File: config.mk
export PLATFORM = sky130hd
export DESIGN_NAME = cptg_top
export DESIGN_NICKNAME = d
export VERILOG_FILES = /design/src/hw/cptg_edge_det.v /design/src/hw/cptg_top.v
export VERILOG_INCLUDE_DIRS = /design/src /design/src/inc
export SDC_FILE = /design/constraint.sdc
export NUM_CORES = 1
export LEC_CHECK = 0
export ABC_AREA = 1
export BUFFER_PORTS_ARGS = -buffer_cell sky130_fd_sc_hd__buf_2
export CELL_PAD_IN_SITES_DETAIL_PLACEMENT = 1
export CELL_PAD_IN_SITES_GLOBAL_PLACEMENT = 2
export CORE_MARGIN = 2
export CORE_UTILIZATION = 31
export CTS_BUF_LIST = sky130_fd_sc_hd__clkbuf_8 sky130_fd_sc_hd__clkbuf_16
export CTS_CLUSTER_SIZE = 8
export DETAILED_ROUTE_END_ITERATION = 10
export PLACE_DENSITY_LB_ADDON = 0.1
export SLEW_MARGIN = 20
export SYNTH_ARGS = -nofsm -noshare
export SYNTH_HDL_FRONTEND = slang
export SYNTH_HIERARCHICAL = 1
export SYNTH_SLANG_ARGS = --single-unit
File: constraint.sdc
create_clock -name clk -period 6.5 [get_ports clk]
set_clock_uncertainty 0.2 [all_clocks]
set_input_delay 1.95 -clock clk [delete_from_list [all_inputs] [get_ports clk]]
set_output_delay 1.95 -clock clk [all_outputs]
set_load 0.01 [all_outputs]
File: src/inc/cptg_defs.vh
// constants for the counter pulse train generator
`ifndef CPTG_DEFS_VH
`define CPTG_DEFS_VH
`define CPTG_CNT_W 16
`define CPTG_CNT_MAX 16'hffff
`define CPTG_CNT_ZERO 16'h0000
`define CPTG_CNT_ONE 16'h0001
`define CPTG_ST_IDLE 2'h0
`define CPTG_ST_ARM 2'h1
`define CPTG_ST_PH1 2'h2
`define CPTG_ST_PH2 2'h3
`define CPTG_GATE_OFF 2'h0
`define CPTG_GATE_EDGE 2'h1
`define CPTG_GATE_LEVEL 2'h2
`define CPTG_GATE_RETRIG 2'h3
`endif

File: src/hw/cptg_edge_det.v
// source edge detector with selectable counted transition
`timescale 1ns/1ps
module cptg_edge_det (
  // clock and reset
  input wire clk,
  input wire srst,
  // sampled input and edge choice
  input wire sig,
  input wire falling,
  // one-cycle edge strobes
  output wire rise,
  output wire fall,
  output wire sel_edge
);
  reg prev_q;
  // previous sample, reset low
  always @(posedge clk) begin
    if (srst) begin
      prev_q <= 1'b0;
    end else begin
      prev_q <= sig;
    end
  end
  // edge strobes
  assign rise = sig & ~prev_q;
  assign fall = ~sig & prev_q;
  assign sel_edge = falling ? fall : rise;
endmodule

File: src/hw/cptg_top.v
// counter pulse train generator: delayed pulse or continuous train
//
// Notes on behaviour
// - toggled mode inverts the output each time the count hits its terminal value.
// - pulsed mode emits a one-source-cycle pulse when the count hits its terminal value at the end of the delay phase.
// - polarity sets idle level; positive idles low, negative idles high, edges inverted.
// - delay phase runs from start to the first active output edge.
// - pulse phase runs from active edge to opposite edge, separately programmable.
// - continuous train repeats delay then pulse phase with no software help.
// - period equals delay length plus pulse length in source cycles.
// - frequency is the reciprocal of that period.
// - duty is pulse length over period; equal phases give one half.
// - duty of zero or one is replaced by nearest achievable, train still runs.
// - timing counts edges of internal timebase or external source, selectable.
// - optional gate qualifies generation; without gating, start alone runs it.
// - pulse count zero means continuous train, also the default.
// - configuration is held idle until a separate start command.
// - retriggerable mode restarts the sequence on a gate event during the pulse phase, a one-shot.
// - counted source edge is rising or falling, selectable.
// - counter counts up by default or down; terminal is max or zero.
`timescale 1ns/1ps
`include "cptg_defs.vh"
module cptg_top (
  // clock and reset
  input wire clk,
  input wire srst,
  // counter pins
  input wire timebase,
  input wire ext_source,
  input wire gate,
  output reg out,
  // configuration
  input wire src_ext,
  input wire src_falling,
  input wire count_down,
  input wire pulsed_mode,
  input wire neg_polarity,
  input wire [1:0] gate_mode,
  input wire gate_falling,
  input wire [15:0] delay_len,
  input wire [15:0] pulse_len,
  input wire [15:0] pulse_count,
  // commands
  input wire start,
  input wire stop,
  // status
  output wire running,
  output wire [15:0] count_value,
  output wire [15:0] terminal_count_value,
  output reg [15:0] pulses_done
);
  ////////////////////////////////////////////////////////////////////////
  // edge detection
  wire src_sig;
  wire src_edge;
  wire g_rise;
  wire g_fall;
  wire gate_evt;
  wire gate_lvl;
  assign src_sig = src_ext ? ext_source : timebase;
  cptg_edge_det u_src (
    .clk(clk),
    .srst(srst),
    .sig(src_sig),
    .falling(src_falling),
    .rise(),
    .fall(),
    .sel_edge(src_edge)
  );
  cptg_edge_det u_gate (
    .clk(clk),
    .srst(srst),
    .sig(gate),
    .falling(gate_falling),
    .rise(g_rise),
    .fall(g_fall),
    .sel_edge(gate_evt)
  );
  // level gate: active high, or active low when falling selected
  assign gate_lvl = gate_falling ? ~gate : gate;
  ////////////////////////////////////////////////////////////////////////
  // phase lengths, clamped so no phase is empty
  wire [15:0] ph1_len;
  wire [15:0] ph2_len;
  assign ph1_len = (delay_len == `CPTG_CNT_ZERO) ? `CPTG_CNT_ONE : delay_len;
  assign ph2_len = (pulse_len == `CPTG_CNT_ZERO) ? `CPTG_CNT_ONE : pulse_len;
  ////////////////////////////////////////////////////////////////////////
  // state and counter
  reg [1:0] state_q;
  reg [15:0] cnt_q;
  reg [15:0] load_q;
  reg active_q;
  reg pulse_q;
  wire [15:0] term;
  wire hit;
  wire count_en;
  wire [15:0] len_sel;
  wire [15:0] start_val;
  wire finite;
  assign term = count_down ? `CPTG_CNT_ZERO : `CPTG_CNT_MAX;
  assign terminal_count_value = term;
  assign count_value = cnt_q;
  assign running = (state_q != `CPTG_ST_IDLE);
  assign finite = (pulse_count != `CPTG_CNT_ZERO);
  // level gating pauses counting; other modes count every source edge
  assign count_en = src_edge & ((gate_mode != `CPTG_GATE_LEVEL) | gate_lvl);
  assign hit = count_en & (cnt_q == term);
  // preload so that terminal is reached after len edges: up from max-len+1
  function [15:0] preload;
    input [15:0] len;
    input down;
    begin
      if (down) begin
        preload = len - `CPTG_CNT_ONE;
      end else begin
        preload = `CPTG_CNT_MAX - len + `CPTG_CNT_ONE;
      end
    end
  endfunction
  assign len_sel = (state_q == `CPTG_ST_PH1) ? ph2_len : ph1_len;
  assign start_val = preload(ph1_len, count_down);
  wire trig;
  // retrigger restarts on a gate event only during the active pulse phase
  assign trig = (gate_mode == `CPTG_GATE_RETRIG) & gate_evt & active_q;
  // main sequencer; stop wins over everything but reset, config is read live in every state
  always @(posedge clk) begin
    if (srst) begin
      state_q <= `CPTG_ST_IDLE;
      cnt_q <= `CPTG_CNT_ZERO;
      load_q <= `CPTG_CNT_ZERO;
      active_q <= 1'b0;
      pulse_q <= 1'b0;
      pulses_done <= `CPTG_CNT_ZERO;
    end else if (stop) begin
      state_q <= `CPTG_ST_IDLE;
      active_q <= 1'b0;
      pulse_q <= 1'b0;
    end else begin
      pulse_q <= 1'b0;
      case (state_q)
        `CPTG_ST_IDLE: begin
          if (start) begin
            // generation begins only on start; config is not latched here and is read live afterwards
            active_q <= 1'b0;
            pulses_done <= `CPTG_CNT_ZERO;
            cnt_q <= start_val;
            if (gate_mode == `CPTG_GATE_EDGE || gate_mode == `CPTG_GATE_RETRIG) begin
              state_q <= `CPTG_ST_ARM;
            end else begin
              state_q <= `CPTG_ST_PH1;
            end
          end
        end
        `CPTG_ST_ARM: begin
          if (gate_evt) begin
            state_q <= `CPTG_ST_PH1;
            cnt_q <= start_val;
          end
        end
        `CPTG_ST_PH1, `CPTG_ST_PH2: begin
          if (trig) begin
            state_q <= `CPTG_ST_PH1;
            cnt_q <= start_val;
            active_q <= 1'b0;
          end else if (hit) begin
            // terminal reached: end of a phase
            cnt_q <= preload(len_sel, count_down);
            if (pulsed_mode) begin
              pulse_q <= (state_q == `CPTG_ST_PH1);
            end
            if (state_q == `CPTG_ST_PH1) begin
              state_q <= `CPTG_ST_PH2;
              active_q <= 1'b1;
            end else begin
              active_q <= 1'b0;
              pulses_done <= pulses_done + `CPTG_CNT_ONE;
              if (finite && (pulses_done + `CPTG_CNT_ONE) >= pulse_count) begin
                // finite count done; retrigger mode re-arms as a one-shot
                state_q <= (gate_mode == `CPTG_GATE_RETRIG) ? `CPTG_ST_ARM : `CPTG_ST_IDLE;
              end else begin
                state_q <= `CPTG_ST_PH1;
              end
            end
          end else if (count_en) begin
            cnt_q <= count_down ? cnt_q - `CPTG_CNT_ONE : cnt_q + `CPTG_CNT_ONE;
          end
        end
        default: begin
          state_q <= `CPTG_ST_IDLE;
        end
      endcase
    end
  end
  ////////////////////////////////////////////////////////////////////////
  // output stage: pulse lasts until the next counted source edge
  reg pstretch_q;
  always @(posedge clk) begin
    if (srst) begin
      pstretch_q <= 1'b0;
    end else if (pulse_q) begin
      pstretch_q <= 1'b1;
    end else if (src_edge | stop) begin
      pstretch_q <= 1'b0;
    end
  end
  // registered pin, idle level follows polarity
  always @(posedge clk) begin
    if (srst) begin
      out <= 1'b0;
    end else if (pulsed_mode) begin
      out <= neg_polarity ^ (pstretch_q | pulse_q);
    end else begin
      out <= neg_polarity ^ active_q;
    end
  end
endmodule

==> impl_results.html, run 1 <==
<table>
<tr><th>Metric</th><th>Value</th></tr>
<tr><th colspan="2">Detailed routing</th></tr>
<tr><td>Final wirelength</td><td>roughly 17000 µm</td></tr>
<tr><td>Number of routed nets with antenna violations</td><td>0</td></tr>
<tr><td>Via total after detailed routing</td><td>about 5400</td></tr>
<tr><td>Total DRC errors in the routed layout</td><td>0</td></tr>
<tr><td>Number of search-and-repair iterations in the first detailed-routing pass</td><td>4</td></tr>
<tr><td>Detailed-route wire length per cell</td><td>15.6 µm</td></tr>
<tr><td>Starting DRC count in detailed routing</td><td>between 200 and 300</td></tr>
<tr><td>Vias/cell</td><td>between 4 and 5</td></tr>
<tr><th colspan="2">Global routing</th></tr>
<tr><td>First-pass GRT wire length</td><td>around 28000 µm</td></tr>
<tr><td>Vias in the first global route</td><td>5475</td></tr>
<tr><td>Largest net degree at the start of global routing</td><td>34</td></tr>
<tr><td>Initial antenna violation count</td><td>0</td></tr>
<tr><td>GRT Total Usage</td><td>21.0%</td></tr>
<tr><td>Residual overflow from global routing</td><td>0</td></tr>
<tr><th colspan="2">Floorplan</th></tr>
<tr><td>Die height</td><td>approximately 130 µm</td></tr>
<tr><td>Area of the die</td><td>approximately 17000 µm²</td></tr>
<tr><td>Core outline area</td><td>15800 µm²</td></tr>
<tr><td>IO Count</td><td>~110</td></tr>
<tr><td>DIE WIDTH</td><td>~130 µm</td></tr>
<tr><td>Initial cell density of the core</td><td>between 30% and 40%</td></tr>
<tr><td>Core Rows</td><td>46</td></tr>
<tr><th colspan="2">Finish</th></tr>
<tr><td>Ant diodes</td><td>0</td></tr>
<tr><td>Leading cell type in the layout, fill and taps excluded</td><td>nand2_1</td></tr>
<tr><td>End-of-flow core utilization</td><td>between 30 and 40%</td></tr>
<tr><td>Area grow syn2layout</td><td>14.5%</td></tr>
<tr><td>Layout cells sized above 1</td><td>a little under a fifth</td></tr>
<tr><td>Final layout net count</td><td>about 1000</td></tr>
<tr><td>Highest-count cells in the layout ignoring fill and taps</td><td>nand2_1 (193), buf_2 (112), inv_1 (101)</td></tr>
<tr><td>FILL cells</td><td>2162</td></tr>
<tr><th colspan="2">Clock network</th></tr>
<tr><td>Clock latency at the later pin of the worst-skew pair</td><td>0.28 ns</td></tr>
<tr><td>TritonCTS buffer count</td><td>5</td></tr>
<tr><td>Reg clk slew, reported paths</td><td>0.06 ns</td></tr>
<tr><td>Clock Sinks</td><td>40</td></tr>
<tr><td>H-tree depth</td><td>2</td></tr>
<tr><td>Clock tree from TritonCTS</td><td>done</td></tr>
<tr><td>Post-cts sizing count</td><td>0</td></tr>
<tr><td>Cts-stage hold buffer count</td><td>0</td></tr>
<tr><td>Clk buf depth</td><td>2</td></tr>
<tr><td>Post-CTS setup-driven buffer insertion count</td><td>0</td></tr>
<tr><td>Root buffer cell</td><td>clkbuf_16</td></tr>
<tr><th colspan="2">STA</th></tr>
<tr><td>RSZ-0062 raised after global routing</td><td>false</td></tr>
<tr><td>Slew Limit Headroom</td><td>between 40% and 50%</td></tr>
<tr><td>Final min period</td><td>a little over 5 ns</td></tr>
<tr><td>Worst-margin pin slew</td><td>0.829 ns</td></tr>
<tr><td>Final Hold Viols</td><td>0</td></tr>
<tr><td>Final period utilization</td><td>slightly below 80%</td></tr>
<tr><td>Sum Neg Setup Slack</td><td>0 ns</td></tr>
<tr><td>Peak clock frequency supported by timing</td><td>around 200 MHz</td></tr>
<tr><td>Final slew viol count</td><td>0</td></tr>
<tr><td>Final setup viols</td><td>0</td></tr>
<tr><th colspan="2">Power</th></tr>
<tr><td>Cell area power density</td><td>151 nW/µm²</td></tr>
<tr><td>Leakage Power</td><td>roughly 2.9 nW</td></tr>
<tr><td>Maximum vdd drop</td><td>113 µV</td></tr>
<tr><th colspan="2">Worst setup path</th></tr>
<tr><td>Critical path cell sequence</td><td>buf_2 -&gt; inv_2 -&gt; buf_2</td></tr>
<tr><td>Worst Path Max Fanout</td><td>33</td></tr>
<tr><td>Nature of the critical path startpoint</td><td>input pin</td></tr>
<tr><td>Crit. End Element</td><td>output port</td></tr>
<tr><td>Slowest stage cell on the critical path</td><td>inv_2</td></tr>
<tr><td>CP max stage delay</td><td>0.49 ns</td></tr>
<tr><td>Arrival time at the worst endpoint</td><td>roughly 2.9 ns</td></tr>
<tr><td>Most Frequent Cell on Critical Path</td><td>buf_2</td></tr>
<tr><td>Worst Setup Path Type</td><td>in -&gt; out</td></tr>
<tr><td>CP required</td><td>about 4.4 ns</td></tr>
<tr><th colspan="2">Logic synthesis</th></tr>
<tr><td>Count of warnings emitted by yosys</td><td>6</td></tr>
<tr><td>Per-instance average area after synthesis</td><td>between 6 and 7 µm²</td></tr>
<tr><td>Total nets after synthesis</td><td>roughly 910</td></tr>
<tr><td>Gate count after technology mapping</td><td>roughly 800</td></tr>
<tr><td>Total standard cell area after synthesis</td><td>between 4000 and 5000 µm²</td></tr>
<tr><th colspan="2">Placement</th></tr>
<tr><td>Count of input and output buffers</td><td>112</td></tr>
<tr><td>Dpl hpwl</td><td>14700 µm</td></tr>
<tr><td>Last weighted congestion value of the routability-driven placer</td><td>~0.84</td></tr>
<tr><th colspan="2">Min path</th></tr>
<tr><td>Tightest Hold Check Type</td><td>reg -&gt; reg</td></tr>
<tr><th colspan="2">Job</th></tr>
<tr><td>Number of maximum-capacitance violations</td><td>0</td></tr>
<tr><th colspan="2">Status</th></tr>
<tr><td>Status</td><td>complete, no violations</td></tr>
</table>
==> layer usage <==
metal  wire, µm  up-vias  GRT usage [%]
li1           -     2792              -
met1       9110     2483           30.8
met2       7490       87           33.7
met3        503       14           1.71
met4        236        0           4.57
met5          0        -              0
==> worst max-delay path: cells and delay by family <==
| kind | cells | cell delay [ns] |
|---|---|---|
| buffers and inverters | 3 | 0.95 |
==> registers in the layout, summed over array words and instances, names as in the netlist <==
name / count
pulses_done: 16
active_q: 1
pstretch_q: 1
pulse_q: 1
u_gate/prev_q: 1
u_src/prev_q: 1
count_value: 16
out: 1
state_q: 2
==> per-stage QoR <==
step           instance area [µm²]  hold slack [ns]  worst slack [ns]  power (mW)  instances
3_3_place_gp                  5580            0.259              1.36       0.624       1106
5_1_grt                       5710            0.307              1.13       0.928       1113
6_report                      5710            0.278              1.42       0.865       1113
3_5_place_dp                  5580            0.271              1.15       0.632       1106
2_1_floorplan                 4990            0.249              1.18       0.520        813
4_1_cts                       5710            0.279              1.41       0.873       1113
==> worst paths after layout <==
check,end,cells after the start,start,slack (ns)
worst max-delay path,terminal_count_value[12],3,count_down,1.42
worst min-delay path,pstretch_q$_SDFFE_PP0P_,2,pulse_q$_SDFF_PP0_,0.28
worst max register to register,count_value[14]$_SDFFE_PP0P_,7,state_q[1]$_SDFFE_PP0P_,2.81
worst min register to register,pstretch_q$_SDFFE_PP0P_,2,pulse_q$_SDFF_PP0_,0.28
==> report_power, final <==
group	switching (mW)	internal [mW]	leakage, nW	total (mW)
registers	0.0176	0.258	0.326	0.276
logic	0.229	0.122	2.47	0.351
clock network	0.0986	0.139	0.0657	0.238
total	0.345	0.520	2.87	0.865
==> layout make-up <==
class | instances | area, µm² | share of cell area, %
tap | 216 | 270 | 4.73
clock inverter | 2 | 12.5 | 0.219
multi-input combinational | 625 | 3510 | 61.4
sequential | 40 | 801 | 14.0
timing repair buffer | 113 | 568 | 9.94
inverter | 112 | 428 | 7.49
clock buffer | 5 | 125 | 2.19
Power figures use the tool's default switching activity.
==> run 2, diff against run 1 <==
--- a/config.mk
+++ b/config.mk
@@ -11,7 +11,7 @@
 export CELL_PAD_IN_SITES_DETAIL_PLACEMENT = 1
 export CELL_PAD_IN_SITES_GLOBAL_PLACEMENT = 2
 export CORE_MARGIN = 2
-export CORE_UTILIZATION = 31
+export CORE_UTILIZATION = 29
 export CTS_BUF_LIST = sky130_fd_sc_hd__clkbuf_8 sky130_fd_sc_hd__clkbuf_16
 export CTS_CLUSTER_SIZE = 8
 export DETAILED_ROUTE_END_ITERATION = 10
==> constraint.sdc (replaced) <==
create_clock -name clk -period 4.7 [get_ports clk]
set_clock_uncertainty 0.2 [all_clocks]
set_input_delay 1.41 -clock clk [delete_from_list [all_inputs] [get_ports clk]]
set_output_delay 1.41 -clock clk [all_outputs]
set_load 0.01 [all_outputs]
==> run 2 against run 1 <==
Register-to-register slack got worse by 1.5 ns. Core utilization decreased by 1.5 points. Clock power increased by 54%. Global-route usage decreased by 0.41 points. Die area increased by 6.7%. Sequential cell count unchanged. Critical endpoint is now terminal_count_value[3]. Highest routed layer unchanged.
==> impl_results.html, run 2 (synthesis results as in run 1) <==
<table>
<tr><th>Metric</th><th>Value</th></tr>
<tr><th colspan="2">Status</th></tr>
<tr><td>Status</td><td>complete, no violations</td></tr>
<tr><th colspan="2">Worst setup path</th></tr>
<tr><td>Worst Setup Path Type</td><td>in -&gt; out</td></tr>
<tr><td>Most Frequent Cell on Critical Path</td><td>buf_2</td></tr>
<tr><td>Crit. End Element</td><td>output port</td></tr>
<tr><td>Nature of the critical path startpoint</td><td>input pin</td></tr>
<tr><td>Worst Path Max Fanout</td><td>23 (-30%)</td></tr>
<tr><td>CP required</td><td>3.09 ns (-1.26 ns)</td></tr>
<tr><td>Slowest stage cell on the critical path</td><td>buf_2</td></tr>
<tr><td>Dominant delay contributor by cell family on the critical path</td><td>buffers and inverters</td></tr>
<tr><td>Buffers plus inverters on the worst setup path</td><td>3 (unchanged)</td></tr>
<tr><td>Critical path cell sequence</td><td>buf_2 -&gt; inv_2 -&gt; buf_2</td></tr>
<tr><td>CP max stage delay</td><td>0.35 ns (-0.14 ns)</td></tr>
<tr><td>Arrival time at the worst endpoint</td><td>2.27 ns (-0.66 ns)</td></tr>
<tr><th colspan="2">Power</th></tr>
<tr><td>Switching component of the power</td><td>0.506 mW (+47%)</td></tr>
<tr><td>Leakage Power</td><td>2.90 nW (+1.2%)</td></tr>
<tr><td>Maximum vdd drop</td><td>132 µV (+17%)</td></tr>
<tr><td>Clock group share of total power</td><td>29.4% (+1.9 points)</td></tr>
<tr><td>Switching part of the total</td><td>40.6% (+0.68 points)</td></tr>
<tr><td>Cell area power density</td><td>216 nW/µm² (+43%)</td></tr>
<tr><td>Power share of the combinational group</td><td>40.0% (-0.6 points)</td></tr>
<tr><td>Part of the total power dissipated in sequential elements</td><td>30.7% (-1.2 points)</td></tr>
<tr><td>Internal power summed over all cells</td><td>0.741 mW (+43%)</td></tr>
<tr><th colspan="2">Finish</th></tr>
<tr><td>Post-route cell area</td><td>5770 µm² (+1.0%)</td></tr>
<tr><td>Highest-count cells in the layout ignoring fill and taps</td><td>nand2_1 (193), buf_2 (112), inv_1 (101)</td></tr>
<tr><td>Footprint of the multi-input gates</td><td>3510 µm² (unchanged)</td></tr>
<tr><td>Layout cells sized above 1</td><td>19.6% (+0.54 points)</td></tr>
<tr><td>Leading cell type in the layout, fill and taps excluded</td><td>nand2_1</td></tr>
<tr><td>Final layout net count</td><td>1000 (+0.50%)</td></tr>
<tr><td>FILL cells</td><td>2264 (+4.7%)</td></tr>
<tr><td>Area grow syn2layout</td><td>15.6%</td></tr>
<tr><td>FF+latch area</td><td>801 µm² (unchanged)</td></tr>
<tr><td>Ant diodes</td><td>0 (unchanged)</td></tr>
<tr><th colspan="2">Detailed routing</th></tr>
<tr><td>Final wirelength</td><td>18600 µm (+7.5%)</td></tr>
<tr><td>Number of search-and-repair iterations in the first detailed-routing pass</td><td>4 (unchanged)</td></tr>
<tr><td>Total DRC errors in the routed layout</td><td>0 (unchanged)</td></tr>
<tr><td>Via total after detailed routing</td><td>5561 (+3.4%)</td></tr>
<tr><td>Detailed-route wire length per cell</td><td>16.6 µm (+6.6%)</td></tr>
<tr><td>Starting DRC count in detailed routing</td><td>158 (-38%)</td></tr>
<tr><td>Vias/cell</td><td>4.95 (+2.5%)</td></tr>
<tr><td>Number of routed nets with antenna violations</td><td>0 (unchanged)</td></tr>
<tr><th colspan="2">Clock network</th></tr>
<tr><td>Clock Sinks</td><td>40 (unchanged)</td></tr>
<tr><td>Clock tree from TritonCTS</td><td>done</td></tr>
<tr><td>Cts-stage hold buffer count</td><td>0 (unchanged)</td></tr>
<tr><td>Clk buf depth</td><td>2 (unchanged)</td></tr>
<tr><td>Post-CTS setup-driven buffer insertion count</td><td>0 (unchanged)</td></tr>
<tr><td>H-tree depth</td><td>2 (unchanged)</td></tr>
<tr><td>Root buffer cell</td><td>clkbuf_16</td></tr>
<tr><td>TritonCTS buffer count</td><td>5 (unchanged)</td></tr>
<tr><td>Clock latency at the later pin of the worst-skew pair</td><td>0.30 ns (+0.02 ns)</td></tr>
<tr><td>Reg clk slew, reported paths</td><td>0.07 ns (about the same)</td></tr>
<tr><td>Post-cts sizing count</td><td>0 (unchanged)</td></tr>
<tr><th colspan="2">STA</th></tr>
<tr><td>Final period utilization</td><td>about 83%</td></tr>
<tr><td>Slew Limit Headroom</td><td>44.7% (about the same)</td></tr>
<tr><td>RSZ-0062 raised after global routing</td><td>false</td></tr>
<tr><td>Final slew viol count</td><td>0 (unchanged)</td></tr>
<tr><td>Final setup viols</td><td>0 (unchanged)</td></tr>
<tr><td>Final Hold Viols</td><td>0 (unchanged)</td></tr>
<tr><td>Peak clock frequency supported by timing</td><td>258 MHz</td></tr>
<tr><td>Worst-margin pin slew</td><td>0.829 ns (-0.000582 ns)</td></tr>
<tr><td>Final min period</td><td>~3.9 ns</td></tr>
<tr><td>Sum Neg Setup Slack</td><td>0 ns (unchanged)</td></tr>
<tr><th colspan="2">Floorplan</th></tr>
<tr><td>Core Rows</td><td>47 (+2.2%)</td></tr>
<tr><td>Core outline area</td><td>16700 µm² (+5.5%)</td></tr>
<tr><td>DIE WIDTH</td><td>135 µm (+3.3%)</td></tr>
<tr><td>IO Count</td><td>113 (unchanged)</td></tr>
<tr><td>Area of the die</td><td>18300 µm² (+6.7%)</td></tr>
<tr><td>Die height</td><td>135 µm (+3.3%)</td></tr>
<tr><td>Initial cell density of the core</td><td>29.9% (-1.6 points)</td></tr>
<tr><th colspan="2">Job</th></tr>
<tr><td>Number of maximum-capacitance violations</td><td>0 (unchanged)</td></tr>
<tr><th colspan="2">Placement</th></tr>
<tr><td>Last weighted congestion value of the routability-driven placer</td><td>0.878 (+4.2%)</td></tr>
<tr><td>Dpl hpwl</td><td>15500 µm (+5.4%)</td></tr>
<tr><td>Post-detailed-placement cell area</td><td>5620 µm² (+0.76%)</td></tr>
<tr><td>Count of input and output buffers</td><td>112 (unchanged)</td></tr>
<tr><th colspan="2">Global routing</th></tr>
<tr><td>First-pass GRT wire length</td><td>29700 µm (+4.8%)</td></tr>
<tr><td>GRT met2 Usage</td><td>32.8% (-0.88 points)</td></tr>
<tr><td>Most used routing layer</td><td>met2</td></tr>
<tr><td>GR Layer Usage met1</td><td>29.9% (-0.96 points)</td></tr>
<tr><td>Largest net degree at the start of global routing</td><td>26 (-24%)</td></tr>
<tr><td>Residual overflow from global routing</td><td>0 (unchanged)</td></tr>
<tr><td>Vias in the first global route</td><td>5753 (+5.1%)</td></tr>
<tr><td>Initial antenna violation count</td><td>0 (unchanged)</td></tr>
<tr><td>Met3 Resource Use GR</td><td>2.28% (+0.57 points)</td></tr>
<tr><td>GRT Total Usage</td><td>20.6% (-0.41 points)</td></tr>
<tr><th colspan="2">Min path</th></tr>
<tr><td>Tightest Hold Check Type</td><td>reg -&gt; reg</td></tr>
</table>
## run 2: cell count changes in the layout (fill, tap and decap cells not counted), sizes merged
cell | previous run | this run
clkinvlp | 1 | 0
buf | 113 | 118
clkbuf | 5 | 6
inv | 112 | 113
## run 2: through the flow
stage               util [%]  cells  power [mW]  worst slack (ns)  hold WS, ns
CTS                     34.6   1123        1.26             0.814        0.292
global route            34.6   1123        1.33             0.722        0.320
floorplan                  -    813       0.719             0.458        0.249
global placement        33.6   1115       0.874             0.845        0.260
detailed placement      33.6   1115       0.888             0.766        0.283
finish                  34.6   1123        1.25             0.822        0.291
## run 2: path summary, 6_finish.rpt
check	start	to	slack, ns	cells past startpoint
max reg2reg	pulses_done[0]$_SDFFE_PP0P_	state_q[1]$_SDFFE_PP0P_	1.32	17
min	pulse_q$_SDFF_PP0_	pstretch_q$_SDFFE_PP0P_	0.29	2
min reg2reg	pulse_q$_SDFF_PP0_	pstretch_q$_SDFFE_PP0P_	0.29	2
max	count_down	terminal_count_value[3]	0.82	3
## run 2: metal layers
layer  up-vias  wire (µm)
met4         0        272
li1       2803          -
met1      2618       9460
met5         -          0
met3        16        672
met2       124       8240
## run 2: final cells by class
cell class | instances | share of cell area [%]
Clock buffer | 6 | 2.41
Sequential cell | 40 | 13.9
Timing Repair Buffer | 118 | 10.5
Tap cell | 220 | 4.77
Inverter | 112 | 7.42
Multi-Input combinational cell | 625 | 60.8
Clock inverter | 2 | 0.239
## run 2: power by group through the flow
stage,registers (mW),clock network [mW],logic (mW)
after floorplan,0.385,0,0.334
after global placement,0.389,0,0.485
after detailed placement,0.390,0,0.498
after CTS,0.382,0.380,0.500
after global routing,0.384,0.389,0.561
final,0.383,0.366,0.499
## run 2: tightest hold or removal path, delay by kind of cell (launching register included)
family / cells / cell delay [ns]
DFF: 1 / 0.30
AOI/OAI and AO/OA: 1 / 0.08
buffers and inverters: 1 / 0.06
==> run 3, diff against run 2 <==
--- a/config.mk
+++ b/config.mk
@@ -6,12 +6,12 @@
 export SDC_FILE = /design/constraint.sdc
 export NUM_CORES = 1
 export LEC_CHECK = 0
-export ABC_AREA = 1
+export ABC_AREA = 0
 export BUFFER_PORTS_ARGS = -buffer_cell sky130_fd_sc_hd__buf_2
 export CELL_PAD_IN_SITES_DETAIL_PLACEMENT = 1
 export CELL_PAD_IN_SITES_GLOBAL_PLACEMENT = 2
 export CORE_MARGIN = 2
-export CORE_UTILIZATION = 29
+export CORE_UTILIZATION = 28
 export CTS_BUF_LIST = sky130_fd_sc_hd__clkbuf_8 sky130_fd_sc_hd__clkbuf_16
 export CTS_CLUSTER_SIZE = 8
 export DETAILED_ROUTE_END_ITERATION = 10
==> constraint.sdc (replaced) <==
create_clock -name clk -period 3.4 [get_ports clk]
set_clock_uncertainty 0.2 [all_clocks]
set_input_delay 1.02 -clock clk [delete_from_list [all_inputs] [get_ports clk]]
set_output_delay 1.02 -clock clk [all_outputs]
set_load 0.01 [all_outputs]
==> run 3 against run 2 <==
Area after synthesis fell by 5.2%. Sequential share of layout area fell by 1.3 points. Power rose by 40%. Clock power rose by 58%. Highest routed layer unchanged.
==> impl_results.html, run 3 <==
<table>
<tr><th>Metric</th><th>Value</th></tr>
<tr><th colspan="2">Floorplan</th></tr>
<tr><td>Die height</td><td>134 µm (-0.88%)</td></tr>
<tr><td>Area of the die</td><td>18000 µm² (-1.7%)</td></tr>
<tr><td>Initial cell density of the core</td><td>28.6% (-1.2 points)</td></tr>
<tr><td>IO Count</td><td>113 (unchanged)</td></tr>
<tr><td>DIE WIDTH</td><td>134 µm (-0.88%)</td></tr>
<tr><td>Core Rows</td><td>47 (unchanged)</td></tr>
<tr><td>Core outline area</td><td>16500 µm² (-1.1%)</td></tr>
<tr><th colspan="2">Detailed routing</th></tr>
<tr><td>Vias/cell</td><td>5.19 (+4.8%)</td></tr>
<tr><td>Starting DRC count in detailed routing</td><td>186 (+18%)</td></tr>
<tr><td>Final wirelength</td><td>18800 µm (+0.97%)</td></tr>
<tr><td>Via total after detailed routing</td><td>5378 (-3.3%)</td></tr>
<tr><td>Number of routed nets with antenna violations</td><td>0 (unchanged)</td></tr>
<tr><td>Total DRC errors in the routed layout</td><td>0 (unchanged)</td></tr>
<tr><td>Number of search-and-repair iterations in the first detailed-routing pass</td><td>4 (unchanged)</td></tr>
<tr><td>Detailed-route wire length per cell</td><td>18.2 µm (+9.4%)</td></tr>
<tr><th colspan="2">Worst setup path</th></tr>
<tr><td>Worst Setup Path Type</td><td>in -&gt; reg</td></tr>
<tr><td>Nature of the critical path startpoint</td><td>input pin</td></tr>
<tr><td>Crit. End Element</td><td>flip-flop</td></tr>
<tr><td>Worst Path Max Fanout</td><td>17 (-26%)</td></tr>
<tr><td>Dominant delay contributor by cell family on the critical path</td><td>simple AND/OR/NAND/NOR gates</td></tr>
<tr><td>CP required</td><td>3.38 ns (+0.29 ns)</td></tr>
<tr><td>Slowest stage cell on the critical path</td><td>ha_1</td></tr>
<tr><td>Most Frequent Cell on Critical Path</td><td>buf_12</td></tr>
<tr><td>Arrival time at the worst endpoint</td><td>3.18 ns (+0.91 ns)</td></tr>
<tr><td>Buffers plus inverters on the worst setup path</td><td>4 (+1)</td></tr>
<tr><td>CP max stage delay</td><td>0.31 ns (-0.04 ns)</td></tr>
<tr><td>Critical path cell sequence</td><td>buf_2 -&gt; buf_12 -&gt; ha_1 -&gt; nand4_1 -&gt; nor3_2 -&gt; buf_4 -&gt; and4_1 -&gt; a22oi_2 -&gt; or2_1 -&gt; buf_12 -&gt; o21ai_0 -&gt; a21oi_1</td></tr>
<tr><th colspan="2">Clock network</th></tr>
<tr><td>H-tree depth</td><td>2 (unchanged)</td></tr>
<tr><td>Post-CTS setup-driven buffer insertion count</td><td>0 (unchanged)</td></tr>
<tr><td>Reg clk slew, reported paths</td><td>0.07 ns (about the same)</td></tr>
<tr><td>Clock Sinks</td><td>40 (unchanged)</td></tr>
<tr><td>TritonCTS buffer count</td><td>5 (unchanged)</td></tr>
<tr><td>Root buffer cell</td><td>clkbuf_16</td></tr>
<tr><td>Clk buf depth</td><td>2 (unchanged)</td></tr>
<tr><td>Clock latency at the later pin of the worst-skew pair</td><td>0.30 ns (about the same)</td></tr>
<tr><td>Clock tree from TritonCTS</td><td>done</td></tr>
<tr><th colspan="2">STA</th></tr>
<tr><td>Peak clock frequency supported by timing</td><td>approximately 310 MHz</td></tr>
<tr><td>Final slew viol count</td><td>0 (unchanged)</td></tr>
<tr><td>Setup ws final</td><td>0.195 ns (-0.627 ns)</td></tr>
<tr><td>Sum Neg Setup Slack</td><td>0 ns (unchanged)</td></tr>
<tr><td>Worst-margin pin slew</td><td>0.495 ns (-0.334 ns)</td></tr>
<tr><td>Final min period</td><td>about 3.2 ns</td></tr>
<tr><td>Slew Limit Headroom</td><td>67.0% (+22 points)</td></tr>
<tr><td>Final Hold Viols</td><td>0 (unchanged)</td></tr>
<tr><td>Final period utilization</td><td>between 90 and 100%</td></tr>
<tr><td>Minimum hold slack</td><td>0.306 ns (+0.0151 ns)</td></tr>
<tr><td>Final setup viols</td><td>0 (unchanged)</td></tr>
<tr><th colspan="2">Finish</th></tr>
<tr><td>Final standard cell count with taps included and fillers excluded</td><td>1036 (-7.7%)</td></tr>
<tr><td>Leading cell type in the layout, fill and taps excluded</td><td>buf_2</td></tr>
<tr><td>Final layout net count</td><td>913 (-8.7%)</td></tr>
<tr><td>Layout cells sized above 1</td><td>31.3% (+12 points)</td></tr>
<tr><td>End-of-flow core utilization</td><td>38.6% (+4.1 points)</td></tr>
<tr><td>Highest-count cells in the layout ignoring fill and taps</td><td>buf_2 (112), buf_4 (104), nor2_1 (57)</td></tr>
<tr><td>Area grow syn2layout</td><td>34.9%</td></tr>
<tr><td>Post-route cell area</td><td>6380 µm² (+11%)</td></tr>
<tr><td>Ant diodes</td><td>0 (unchanged)</td></tr>
<tr><th colspan="2">Placement</th></tr>
<tr><td>Dpl hpwl</td><td>15800 µm (+2.0%)</td></tr>
<tr><td>Post-detailed-placement cell area</td><td>6160 µm² (+9.6%)</td></tr>
<tr><td>Placement-stage worst setup slack</td><td>-0.295 ns (-1.06 ns)</td></tr>
<tr><td>Count of input and output buffers</td><td>112 (unchanged)</td></tr>
<tr><td>Last weighted congestion value of the routability-driven placer</td><td>0.848 (-3.5%)</td></tr>
<tr><td>Placed Cells</td><td>1028 (-7.8%)</td></tr>
<tr><th colspan="2">Logic synthesis</th></tr>
<tr><td>Total nets after synthesis</td><td>731 (-20%)</td></tr>
<tr><td>Sequential element share of the synthesized area</td><td>around 17%</td></tr>
<tr><td>Proportion of register bits with asynchronous set or reset after synthesis</td><td>0%</td></tr>
<tr><td>Per-instance average area after synthesis</td><td>7.47 µm² (+22%)</td></tr>
<tr><td>Leading post-synthesis cells by cell area</td><td>dfxtp_1 (17%), xnor2_1 (9.6%), ha_1 (9.0%), a21oi_1 (5.0%), nor2_1 (4.5%)</td></tr>
<tr><td>Count of warnings emitted by yosys</td><td>6 (unchanged)</td></tr>
<tr><td>Cell with the most instances after synthesis</td><td>nor2_1</td></tr>
<tr><td>Distinct cell type count after synthesis</td><td>66</td></tr>
<tr><td>EDFF count, synth</td><td>0</td></tr>
<tr><td>Gate count after technology mapping</td><td>633 (-22%)</td></tr>
<tr><td>Leading area contributor after synthesis</td><td>dfxtp_1</td></tr>
<tr><td>Most frequently used flop master after synthesis</td><td>dfxtp_1</td></tr>
<tr><td>Synth top area share</td><td>approximately 17%</td></tr>
<tr><td>Total standard cell area after synthesis</td><td>4730 µm² (-5.2%)</td></tr>
<tr><td>Most frequent cells after synthesis</td><td>nor2_1 (57), xnor2_1 (52), a21oi_1 (47)</td></tr>
<tr><td>Register bit total from synthesis</td><td>40</td></tr>
<tr><th colspan="2">Global routing</th></tr>
<tr><td>Initial antenna violation count</td><td>0 (unchanged)</td></tr>
<tr><td>Vias in the first global route</td><td>5629 (-2.2%)</td></tr>
<tr><td>Residual overflow from global routing</td><td>0 (unchanged)</td></tr>
<tr><td>First-pass GRT wire length</td><td>29900 µm (+0.60%)</td></tr>
<tr><td>Largest net degree at the start of global routing</td><td>29 (+12%)</td></tr>
<tr><td>GRT Total Usage</td><td>21.0% (+0.38 points)</td></tr>
<tr><th colspan="2">Power</th></tr>
<tr><td>Cell area power density</td><td>274 nW/µm² (+27%)</td></tr>
<tr><td>Leakage Power</td><td>2.93 nW (+0.81%)</td></tr>
<tr><td>Power Total</td><td>1.75 mW (+40%)</td></tr>
<tr><td>Maximum vdd drop</td><td>168 µV (+27%)</td></tr>
<tr><th colspan="2">Job</th></tr>
<tr><td>Number of maximum-capacitance violations</td><td>0 (unchanged)</td></tr>
<tr><th colspan="2">Min path</th></tr>
<tr><td>Tightest Hold Check Type</td><td>reg -&gt; reg</td></tr>
<tr><th colspan="2">Status</th></tr>
<tr><td>Status</td><td>complete, no violations</td></tr>
</table>
run 3: cell families (layout without fill, tap and decap cells):
| family | after synthesis | in the layout | synth area share [%] |
|---|---|---|---|
| AND/OR/NAND/NOR | 220 | 220 | 23.5 |
| AO/OA/AOI/OAI | 165 | 165 | 22.9 |
| XOR/XNOR | 74 | 74 | 13.7 |
| buffers and inverters | 73 | 256 | 7.80 |
| flip-flops | 40 | 40 | 16.9 |
| adder cells (fa/ha/maj) | 35 | 35 | 9.42 |
| multiplexers | 26 | 26 | 5.71 |
run 3: repair_timing:
action | 4_1_cts | 5_1_grt
pin swaps | 0 | 6
hold buffers | 0 | 0
gates resized for setup | 1 | 9
endpoints found under the setup margin | 1 | 14
cloned | 0 | 0
run 3: path summary, 6_finish.rpt:
path	start	slack [ns]	endpoint	depth (start not counted)
max reg2reg	pulses_done[0]$_SDFFE_PP0P_	0.24	state_q[0]$_SDFFE_PP0P_	14
min	pulse_q$_SDFF_PP0_	0.31	pstretch_q$_SDFFE_PP0P_	2
min reg2reg	pulse_q$_SDFF_PP0_	0.31	pstretch_q$_SDFFE_PP0P_	2
max	count_down	0.20	pulses_done[3]$_SDFFE_PP0P_	12
run 3: routing by layer:
| metal | up-vias | track usage, % | wire, µm |
|---|---|---|---|
| li1 | 2665 | - | - |
| met1 | 2598 | 25.5 | 8320 |
| met2 | 93 | 39.2 | 9650 |
| met3 | 22 | 2.57 | 538 |
| met4 | 0 | 5.02 | 319 |
| met5 | - | 0 | 0 |
run 3: worst reg2reg max path: cells and delay by family, from the launching register on:
kind	cells	cell delay, ns
simple gates	6	1.11
compound gates	4	0.75
fa+ha+maj	2	0.40
flops	1	0.32
buf+inv	1	0.16
xor+xnor	1	0.13
run 3: report_power, final:
| group | internal [mW] | switching, mW |
|---|---|---|
| clock | 0.350 | 0.228 |
| sequential | 0.488 | 0.0253 |
| combinational | 0.303 | 0.354 |
run 3: cell type report:
type | count | area, µm²
fill | 2065 | 10100
multi-input combinational | 520 | 3630
timing repair buffer | 219 | 1390
sequential | 40 | 801
tap | 220 | 275
clock buffer | 5 | 125
inverter | 29 | 114
clock inverter | 3 | 46.3
